===== src/core/umh_pkg.sv =====
// Purpose: Constants and types for the modem handshake block of two serial ports.
// Assumes: APB with 32-bit data, one word per register.
// Notes: Register offsets are byte addresses.

package umh_pkg;

	// ----------------------------------------
	// Register map
	// ----------------------------------------
	localparam logic [7:0] UMH_MCR1_OFF = 8'h00;
	localparam logic [7:0] UMH_MSR1_OFF = 8'h04;
	localparam logic [7:0] UMH_IER1_OFF = 8'h08;
	localparam logic [7:0] UMH_MCR2_OFF = 8'h10;
	localparam logic [7:0] UMH_MSR2_OFF = 8'h14;
	localparam logic [7:0] UMH_IER2_OFF = 8'h18;
	localparam logic [7:0] UMH_CFG_OFF = 8'h20;

	// ----------------------------------------
	// Field positions and values
	// ----------------------------------------
	localparam int UMH_MCR_TR_BIT = 0;
	localparam int UMH_MCR_SR_BIT = 1;
	localparam int UMH_MCR_LOOP_BIT = 4;
	localparam int UMH_IER_MODEM_BIT = 3;
	localparam int UMH_MSR_DELTA_LSB = 0;
	localparam int UMH_MSR_LEVEL_LSB = 4;
	localparam logic [7:0] UMH_MCR_RESET = 8'h00;
	localparam logic [7:0] UMH_IER_RESET = 8'h00;
	localparam logic [15:0] UMH_BASE_STRAP0 = 16'h03F0;
	localparam logic [15:0] UMH_BASE_STRAP1 = 16'h0370;
	localparam logic [31:0] UMH_BAD_READ = 32'h00000000;

	// One port: inputs in order cts, dsr, ri, dcd.
	typedef struct packed {
		logic [7:0] modem_control_reg;
		logic [7:0] ier;
		logic [3:0] delta;
		logic [3:0] sync1;
		logic [3:0] sync2;
		logic [3:0] last;
		logic [3:0] fall;
	} umh_port_t;

	typedef struct packed {
		umh_port_t p1;
		umh_port_t p2;
		logic strap;
		logic strap_done;
		logic [31:0] prdata;
	} umh_state_t;

endpackage


===== src/core/umh_modem.sv =====
// Purpose: Modem control outputs and modem status inputs for two serial ports.
// Assumes: One 50 MHz clock; asynchronous active-low reset; APB slave, zero wait.
// Notes: Modem inputs are asynchronous and pass two flip-flops first.
//
// Decided for this implementation: the APB slave port and the placing of the registers.

`timescale 1ns/1ps
`default_nettype none

module umh_modem
	import umh_pkg::*;
(
	input wire logic clock,
	input wire logic nrst,
	input wire logic psel,
	input wire logic penable,
	input wire logic pwrite,
	input wire logic [7:0] paddr,
	input wire logic [31:0] pwdata,
	output logic [31:0] prdata,
	output logic pready,
	output logic pslverr,
	output logic send_request_n_port1,
	output logic send_request_n_port2,
	input wire logic send_request_n_port2_in,
	output logic send_request_n_port2_oe,
	output logic terminal_ready_n,
	output logic terminal_ready_n_port2,
	input wire logic clear_to_send_n_port1,
	input wire logic clear_to_send_n_port2,
	input wire logic set_ready_n_port1,
	input wire logic set_ready_n_port2,
	input wire logic carrier_detect_n_port1,
	input wire logic carrier_detect_n_port2,
	input wire logic ring_indicator_n,
	input wire logic ring_indicator_n_port2,
	output logic irq_port1,
	output logic irq_port2,
	output logic [15:0] config_base_strap
);

	umh_state_t state;
	umh_state_t next_state;
	logic access;
	logic wr;
	logic rd;
	logic [31:0] rdata;

	// ----------------------------------------
	// Helpers
	// ----------------------------------------

	// Builds the status byte: levels inverted from the pins, change bits below.
	function automatic logic [7:0] status_byte(input umh_port_t p);
		logic [3:0] lv;
		lv = ~p.last;
		status_byte = {lv[3], lv[2], lv[1], lv[0], p.delta};
	endfunction

	// Advances one port: pin sampling, change bits, writes and read clears.
	function automatic umh_port_t port_step(input umh_port_t p, input logic [3:0] pins, input logic wr_mcr,
		input logic wr_ier, input logic rd_msr, input logic [7:0] wdata);
		umh_port_t n;
		logic [3:0] rise;
		logic [3:0] drop;
		n = p;
		n.sync1 = pins;
		n.sync2 = p.sync1;
		n.last = p.sync2;
		// Pin low-to-high; the status bit order is cts, dsr, ri, dcd.
		rise = p.sync2 & ~p.last;
		// Pin high-to-low; it sets no status bit but is still a change of state.
		drop = ~p.sync2 & p.last;
		if (rd_msr) begin
			n.delta = 4'h0;
			n.fall = 4'h0;
		end
		n.delta = n.delta | rise;
		// A falling pin is kept pending so that any change can raise the interrupt.
		n.fall = n.fall | drop;
		if (wr_mcr) begin
			n.modem_control_reg = wdata;
		end
		if (wr_ier) begin
			n.ier = wdata;
		end
		port_step = n;
	endfunction

	// Drives the port interrupt from pending changes under enable bit 3.
	function automatic logic port_irq(input umh_port_t p);
		port_irq = p.ier[UMH_IER_MODEM_BIT] & ((|p.delta) | (|p.fall));
	endfunction

	// ----------------------------------------
	// Bus decode
	// ----------------------------------------

	// The slave holds pready high with no wait states; read data is registered at the end of the access cycle.
	assign access = psel & penable;
	assign wr = access & pwrite;
	assign rd = access & ~pwrite;
	assign pready = 1'b1;
	assign pslverr = 1'b0;
	assign prdata = state.prdata;

	// Read mux; unmapped addresses read as zero.
	always_comb begin
		case (paddr)
			UMH_MCR1_OFF: rdata = {24'h000000, state.p1.modem_control_reg};
			UMH_MSR1_OFF: rdata = {24'h000000, status_byte(state.p1)};
			UMH_IER1_OFF: rdata = {24'h000000, state.p1.ier};
			UMH_MCR2_OFF: rdata = {24'h000000, state.p2.modem_control_reg};
			UMH_MSR2_OFF: rdata = {24'h000000, status_byte(state.p2)};
			UMH_IER2_OFF: rdata = {24'h000000, state.p2.ier};
			UMH_CFG_OFF: rdata = {16'h0000, config_base_strap};
			default: rdata = UMH_BAD_READ;
		endcase
	end

	// ----------------------------------------
	// State update
	// ----------------------------------------

	// Computes the next state of both ports, the strap and the read data.
	always_comb begin
		next_state = state;
		next_state.p1 = port_step(state.p1,
			{carrier_detect_n_port1, ring_indicator_n, set_ready_n_port1, clear_to_send_n_port1},
			wr && paddr == UMH_MCR1_OFF, wr && paddr == UMH_IER1_OFF, rd && paddr == UMH_MSR1_OFF,
			pwdata[7:0]);
		next_state.p2 = port_step(state.p2,
			{carrier_detect_n_port2, ring_indicator_n_port2, set_ready_n_port2, clear_to_send_n_port2},
			wr && paddr == UMH_MCR2_OFF, wr && paddr == UMH_IER2_OFF, rd && paddr == UMH_MSR2_OFF,
			pwdata[7:0]);
		// The pin is not driven during reset, so the first clocked cycle catches the strap.
		if (!state.strap_done) begin
			next_state.strap = send_request_n_port2_in;
			next_state.strap_done = 1'b1;
		end
		if (rd) begin
			next_state.prdata = rdata;
		end
	end

	// Registers the whole state; reset loads constants only.
	always_ff @(posedge clock or negedge nrst) begin
		if (!nrst) begin
			state <= '0;
			state.p1.modem_control_reg <= UMH_MCR_RESET;
			state.p2.modem_control_reg <= UMH_MCR_RESET;
			state.p1.ier <= UMH_IER_RESET;
			state.p2.ier <= UMH_IER_RESET;
			state.p1.sync1 <= 4'hF;
			state.p1.sync2 <= 4'hF;
			state.p1.last <= 4'hF;
			state.p2.sync1 <= 4'hF;
			state.p2.sync2 <= 4'hF;
			state.p2.last <= 4'hF;
		end else begin
			state <= next_state;
		end
	end

	// ----------------------------------------
	// Pin outputs
	// ----------------------------------------

	// Control outputs are active low and forced high in loopback; the status inputs still follow the pins.
	assign send_request_n_port1 = ~(state.p1.modem_control_reg[UMH_MCR_SR_BIT] & ~state.p1.modem_control_reg[UMH_MCR_LOOP_BIT]);
	assign send_request_n_port2 = ~(state.p2.modem_control_reg[UMH_MCR_SR_BIT] & ~state.p2.modem_control_reg[UMH_MCR_LOOP_BIT]);
	assign send_request_n_port2_oe = state.strap_done;
	assign terminal_ready_n = ~(state.p1.modem_control_reg[UMH_MCR_TR_BIT] & ~state.p1.modem_control_reg[UMH_MCR_LOOP_BIT]);
	assign terminal_ready_n_port2 = ~(state.p2.modem_control_reg[UMH_MCR_TR_BIT] & ~state.p2.modem_control_reg[UMH_MCR_LOOP_BIT]);
	assign irq_port1 = port_irq(state.p1);
	assign irq_port2 = port_irq(state.p2);
	assign config_base_strap = state.strap ? UMH_BASE_STRAP1 : UMH_BASE_STRAP0;
endmodule

`default_nettype wire


===== config.mk =====
export PLATFORM = sky130hd
export DESIGN_NAME = umh_modem
export DESIGN_NICKNAME = d
export VERILOG_FILES = /design/src/core/umh_pkg.sv /design/src/core/umh_modem.sv
export SDC_FILE = /design/constraint.sdc
export NUM_CORES = 1
export LEC_CHECK = 0
export BUFFER_PORTS_ARGS = -buffer_cell sky130_fd_sc_hd__buf_2
export CAP_MARGIN = 10
export CORE_ASPECT_RATIO = 2
export CORE_MARGIN = 1.5
export CORE_UTILIZATION = 52
export DETAILED_ROUTE_END_ITERATION = 7
export GPL_TIMING_DRIVEN = 0
export PLACE_DENSITY = 0.8
export SYNTH_ARGS = -nofsm -noshare
export SYNTH_HDL_FRONTEND = slang
export SYNTH_SLANG_ARGS = --single-unit
export TNS_END_PERCENT = 5

===== constraint.sdc =====
create_clock -name clock -period 1.5 [get_ports clock]
set_input_delay 0.225 -clock clock [delete_from_list [all_inputs] [get_ports clock]]
set_output_delay 0.225 -clock clock [all_outputs]
set_load 0.02 [all_outputs]

; ---- Word-level counts from Yosys, hierarchy flattened
; Cells that the tools add are included.
; Widths: inputs -> output; s select.
[classes]
eq_ne = 6
muxes = 6
n_bitwise = 30
reduce_logical = 11
[op_table]
columns = cell, n
row1 = $pmux 10 s7, 1
row2 = $eq 8x5->1 const B, 3
row3 = $and 4x4->4, 4
row4 = $mux 4, 4
row5 = $not 4->4, 4
row6 = $or 4x4->4, 4
row7 = $reduce_or 4->1, 4
row8 = $and 1x1->1, 9
row9 = $eq 8x3->1 const B, 1
row10 = $eq 8x4->1 const B, 1
row11 = $eq 8x6->1 const B, 1
row12 = $logic_not 8->1, 1
row13 = $mux 8, 1
row14 = $not 1->1, 7
row15 = $logic_and 1x1->1, 6
row16 = $or 1x1->1, 2
[word_totals]
reg_bits = 106
input_bits = 54
output_inout_bits = 57
word_cells = 70

; ---- Longest topological paths before layout
; Gate-level depths: netlist of run 1.
[depth]
word_depth = 5
mapped_depth = 6
mapped_depth_nobuf = 4

; ---- Worst setup path after synthesis of run 1
; OpenSTA, ideal clock, no wires.
[synth_timing]
path_type = input port to flip-flop
startpoint = input paddr[2]
endpoint = register state[54] (netlist bit)
setup_time_ns = 0.125
t_arrival_ns = 1.364
required_ns = 1.375
path_slack_ns = 0.012
stages = 4
n_path_buf = 1
cell_sequence = buf_2 nor4b_4 nand3_2 mux2_2
[synth_via]
elab_chain_len = 2
[synth_rtl]
columns = element, line
row1 = from (decl), umh_modem.sv:18  ; input wire logic [7:0] paddr,
row2 = $eq 8x5->1, umh_modem.sv:134  ; wr && paddr == UMH_MCR2_OFF, wr && paddr == UMH_IER2_OFF, rd && paddr == UMH_MSR2_OFF,
row3 = $logic_and 1x1->1, umh_modem.sv:134
row4 = to (signal assigned), umh_modem.sv:161  ; state <= next_state;
row5 = to (decl), umh_modem.sv:42  ; umh_state_t state;
; No other way between the ends.
; A chain may end at the register's enable or synchronous reset.

; ---- Worst setup path after layout of run 1
[layout_timing]
startpoint = register state[72] (netlist bit)
endpoint = output irq_port1
[layout_via]
elab_chain_len = 3
[layout_rtl]
columns = element, line
row1 = $reduce_or 4->1, umh_modem.sv:92  ; port_irq = p.ier[UMH_IER_MODEM_BIT] & ((|p.delta) | (|p.fall));
row2 = $or 1x1->1, umh_modem.sv:92
row3 = $and 1x1->1, umh_modem.sv:92
row4 = to (decl), umh_modem.sv:37  ; output logic irq_port1,
; No other way between the ends.

==> metrics, run 1 <==
Area Growth Syn to Fin 25.40%; count of final hold-check violations 0; worst slew pin tran 553.0 ps; yosys warns 0; Area after DPL 0.004375 mm^2; Final setup violation count 2; Slew HR 0.6313; crit path cell chain nor4_2, a21boi_1, buf_2; gr ovfl total 0; Routed Antenna Nets 0; DP Wirelength 6295 um; Placed Cells 488; vias in the first global route 2800; layout cells sized above 1 0.4706; cts bufs inserted 9; syn avg cell area 12.40 um^2; Routed WL per cell 16.17 um; max frequency 645.7 MHz; maximum root-to-sink buffer count 2; CTS H-tree depth 3; GRT Total Usage 0.2289; CP Data Required Time 1270 ps; input/output buffers 46; ant diodes 0; CP Capture Type primary output; TNS Setup -51.52 ps; CP Launch Type register; vias per cell 5.265; die area 0.007975 mm^2; Design Area, Final 0.004837 mm^2; Final Critical Period 1549 ps; maximum vdd drop 0.9265 mV; most frequent cells in the layout dfrtp_1, buf_4, buf_2; maxcap violations 0; NumNets Final 474; most common cell after layout, fill and taps aside dfrtp_1; Placer Congestion 0.9055; unrepaired setup endpoints after global routing true; final std cells w/o fill 517; Post-synth EDFFs 0; Total Wirelength 8359 um; synth unique cells 48; top_reg_cell synth dfrtp_1; worst clock skew 7.308 ps; Mapped Area 0.003857 mm^2; TritonCTS clock tree yes; worst hold path class in2reg; Post-synth ARST share 1.000; worst setup margin -48.82 ps; root buf cell clkbuf_16; Vias 2722; slowest CP cell dfrtp_1; pwr/cell area 1036 mW/mm^2; CP max FO 2; Critical Path Max Stage Delay 390 ps; drt drc 0; initial antenna violation count 0; initial DRC count 121; Leak Pwr 2.381 nW; status finished, violations left; clk sinks 83; largest net degree at the start of global routing 73; die width 63.90 um; Critical Path AT 1320 ps; launch point of the worst path state[72]; r2r startpoint state[38]; Placeable Area 0.007212 mm^2; Final period util 1.033; first-pass GRT wire length 13550 um; Die Y 124.8 um; sequential area share after synthesis 0.5462; Final Max Slew Viols 0; clock slew at reported path FFs 50 ps; Cells after Synth 311; HP Start send_request_n_port2_in; kind of critical path reg2out; Seq cells post-synth 83; I/O pin total 111; Starting Density 0.5349; Row Count 44; latest clock arrival within the worst-skew pair 330 ps; DRT Pass-1 Iters 4; violated checks setup timing
## state kept, by name, summed over array words and instances (netlist names)
register and flops:
next_state 16, prdata 9, send_request_n_port2_oe 1, state 57
## Yosys cell counts (2+ instances only)
cell       count  area share
dfrtp_1       59        0.38
buf_4         50       0.097
mux2_2        37        0.11
dfstp_2       24        0.16
nand2_1       13       0.013
a22o_1        12       0.027
inv_1         10      0.0097
nand2b_1       9       0.015
o21ai_0        9       0.012
nor2_1         7      0.0068
nor4_1         6      0.0097
a21oi_1        5      0.0065
mux2i_1        5       0.013
buf_2          4      0.0052
o2bb2ai_1      4      0.0091
a22oi_1        3      0.0058
a32oi_1        3      0.0068
clkbuf_1       3      0.0029
o211ai_1       3      0.0058
o31ai_1        3      0.0058
or4b_2         3      0.0078
a21boi_0       2      0.0039
a221oi_1       2      0.0045
a31oi_1        2      0.0032
a32o_1         2      0.0052
conb_1         2      0.0019
nand2_2        2      0.0032
nand3_2        2      0.0052
nand4_1        2      0.0032
nor2b_1        2      0.0032
nor3_1         2      0.0026
nor3b_1        2      0.0039
o311ai_0       2      0.0045
## path summary, 6_finish.rpt
check / endpoint / slack, ps / depth (start not counted)
min in group asynchronous: state[62] / 270 / 2
worst max register to register: prdata[4] / 40 / 4
worst max-delay path: irq_port1 / -50 / 3
worst min register to register: next_state[77] / 350 / 0
max in group asynchronous: next_state[79] / 590 / 3
worst min-delay path: state[33] / 140 / 2
## logic make-up (layout without fill, tap and decap cells)
kind of cell / Yosys count / count (layout) / synth area share
flops: 83 / 83 / 0.5462
buf+inv: 68 / 144 / 0.1164
simple gates: 60 / 60 / 0.09861
compound gates: 54 / 54 / 0.1070
mux: 44 / 44 / 0.1297
other cells: 2 / 40 / 0.001947
## critical path, delay by kind of cell (launching register included)
kind                   cells  cell delay [ps]
AO/OA/AOI/OAI              1              140
buffers and inverters      1              180
flip-flops                 1              390
AND/OR/NAND/NOR            1              290
## final cells by class
class / count / area [um^2]
Fill cell: 560 / 2375
Sequential cell: 83 / 2108
Multi-Input combinational cell: 198 / 1481
Buffer: 58 / 415.4
Timing Repair Buffer: 60 / 380.4
Clock buffer: 14 / 264.0
Tap cell: 92 / 115.1
Inverter: 10 / 37.54
Clock inverter: 2 / 35.03
## through the flow
step / util / setup WS, ps / hold slack (ps) / total power [W]
global placement: 0.6025 / -474.4 / 329.5 / 0.002825
finish: 0.6707 / -48.82 / 144.3 / 0.005011
CTS: 0.6669 / -81.37 / 132.2 / 0.005061
global route: 0.6707 / -98.18 / 141.8 / 0.005211
floorplan: - / 11.74 / -70.59 / 0.002678
detailed placement: 0.6067 / -540.3 / 88.04 / 0.002847
## metal layers
| metal | vias up | track usage | wire, um |
|---|---|---|---|
| li1 | 1252 | - | - |
| met1 | 1333 | 0.2264 | 2848 |
| met2 | 117 | 0.4112 | 4683 |
| met3 | 20 | 0.05781 | 485 |
| met4 | 0 | 0.1381 | 343 |
| met5 | - | 0 | 0 |
## power breakdown
group / total, W / internal [W] / switching (W)
sequential: 0.00235 / 0.00232 / 0.0000291
combinational: 0.000493 / 0.000200 / 0.000293
clock: 0.00217 / 0.00138 / 0.000792
## timing repair
action | in CTS | in global routing
hold buffers | 9 | 0
gates resized for setup | 7 | 6
setup endpoints to repair | 43 | 22
hold endpoints to repair | 19 | 0
pin swaps | 4 | 4
buffers inserted | 3 | 1
Note: power is estimated with default switching activity, not from simulation.
==> run 2: changes to the inputs <==
- BUFFER_PORTS_ARGS: -buffer_cell sky130_fd_sc_hd__buf_2 -> not set
- CORE_UTILIZATION: 52 -> 60
- DONT_BUFFER_PORTS: not set -> 1
- MAX_ROUTING_LAYER: not set -> met4
- PLACE_DENSITY: 0.8 -> 0.76
==> run 2 against run 1 <==
  * The run ends with hold timing, setup timing left
  * Worst hold slack got worse by 570 ps
  * Total power up 5.1%
  * Clock skew hardly changed
  * Setup slack better by 4.7 ps
  * Flip-flop and latch count did not move
  * Critical path depth is 1 lower
  * Via count down 8.0%
  * Fmax is 0.31% higher
  * Sequential power is essentially flat
  * Utilization is 6.0 points higher
  * First-iteration DRC count rose by 56%
  * Non-clock buffer count down 51
  * Critical endpoint unchanged
  * Highest routed layer unchanged
==> metrics, run 2 (synthesis gave the netlist of run 1 again) <==
Final Critical Period 1544 ps; pwr/cell area 1151 mW/mm^2; NetSw 0.001117 W; Routed Antenna Nets 0; CP Launch Type register; slowest CP cell dfrtp_1; max FFs per register 57; first-pass GRT wire length 12410 um; root buf cell clkbuf_16; GRT Total Usage 0.2566; CTS H-tree depth 3; TritonCTS clock tree yes; TNS Setup -44.09 ps; Final setup violation count 1; layout cells sized above 1 0.4037; status finished, violations left; CP Buf/Inv Count 0; Placeable Area 0.006259 mm^2; Critical Path AT 1320 ps; worst slew pin tran 584.7 ps; Area after DPL 0.004108 mm^2; cts bufs inserted 9; most frequent cells in the layout dfrtp_1, buf_4, conb_1; switch share 0.2122; I/O pin total 111; ant diodes 0; Placed Cells 435; drt drc 0; area of the multi-input gates 0.001471 mm^2; initial DRC count 189; gr ovfl total 0; Routed WL per cell 17.78 um; CP Data Required Time 1270 ps; Final Max Slew Viols 0; clk sinks 83; vias per cell 5.443; Die Y 116.4 um; CP max FO 3; PnR Total Power 0.005264 W; Most flops, register state; maximum root-to-sink buffer count 2; vias in the first global route 2523; violated checks hold timing, setup timing; Vias 2504; FF+latch area 0.002107 mm^2; count of final hold-check violations 83; die width 59.70 um; clock slew at reported path FFs 60 ps; worst hold path class in2async; hold_buf cts 8; kind of critical path reg2out; Final period util 1.029; Slew HR 0.6086; die area 0.006948 mm^2; most common cell after layout, fill and taps aside dfrtp_1; clock network power share 0.484; unrepaired setup endpoints after global routing true; final std cells w/o fill 460; delay-heaviest family, CP flip-flops; latest clock arrival within the worst-skew pair 340 ps; worst clock skew 7.647 ps; largest net degree at the start of global routing 84; hold_ws -429.9 ps; NumNets Final 423; worst setup margin -44.09 ps; Design Area, Final 0.004574 mm^2; P_int 0.004147 W; initial antenna violation count 0; CP Capture Type primary output; DRT Pass-1 Iters 4; Filler cells 463; input/output buffers 0; Placer Congestion 0.9130; Critical Path Max Stage Delay 430 ps; maximum vdd drop 1.073 mV; flop-to-flop setup slack 60 ps; crit path cell chain nor4_1, a21boi_2; Leak Pwr 2.173 nW; Total Wirelength 8177 um; sequential share of power 0.447; Row Count 41; combinational fraction of design power 0.070; Area Growth Syn to Fin 18.59%; maxcap violations 0; max frequency 647.6 MHz; Starting Density 0.6164; DP Wirelength 5751 um
run 2: power by group through the flow:
stage	logic (W)	registers, W	clock network (W)
after floorplan	0.000300	0.00238	0
after global placement	0.000335	0.00239	0
after detailed placement	0.000336	0.00239	0
after CTS	0.000356	0.00235	0.00257
final	0.000368	0.00235	0.00255
after global routing	0.000394	0.00236	0.00269
run 2: metrics by stage:
step | setup WS [ps] | util | hold slack, ps
finish | -44.09 | 0.7309 | -429.9
global route | -133.6 | 0.7309 | -438.2
CTS | -47.62 | 0.7251 | -427.5
detailed placement | -336.0 | 0.6563 | -68.01
global placement | -317.0 | 0.6563 | -68.21
floorplan | 11.74 | - | -70.59
run 2: timing repair:
item                                    CTS  global route
hold endpoints to repair                 91            83
buffers inserted                          0             1
endpoints found under the setup margin    8            32
pin swaps                                 1             2
cloned                                    0             0
resized for setup                         2             8
run 2: per-layer routing:
metal / up-vias / track usage / part of all wire / routed length (um)
met2: 105 / 0.4355 / 0.55 / 4486
met5: - / - / 0 / 0
met1: 1229 / 0.2582 / 0.35 / 2888
met4: 0 / 0.1541 / 0.040 / 323
li1: 1145 / - / - / -
met3: 25 / 0.05759 / 0.059 / 479
run 2: worst paths after layout:
check                                     from             end  cells after the start
worst max register to register       state[40]       prdata[6]                      4
max in group asynchronous                 nrst  next_state[42]                      0
worst min-delay path                      nrst       prdata[8]                      0
min in group clock                   pwdata[2]       state[92]                      1
worst max-delay path                 state[88]       irq_port1                      2
worst min register to register  next_state[81]  next_state[77]                      0
run 2: final cells by class:
| type | count | share of cell area |
|---|---|---|
| repair buffers | 9 | 0.01915 |
| clock buffers | 10 | 0.05224 |
| inverters | 10 | 0.008206 |
| flip-flops and latches | 83 | 0.4606 |
| multi-input cells | 198 | 0.3217 |
| clock inverters | 6 | 0.02434 |
| well taps | 86 | 0.02352 |
| plain buffers | 58 | 0.09026 |
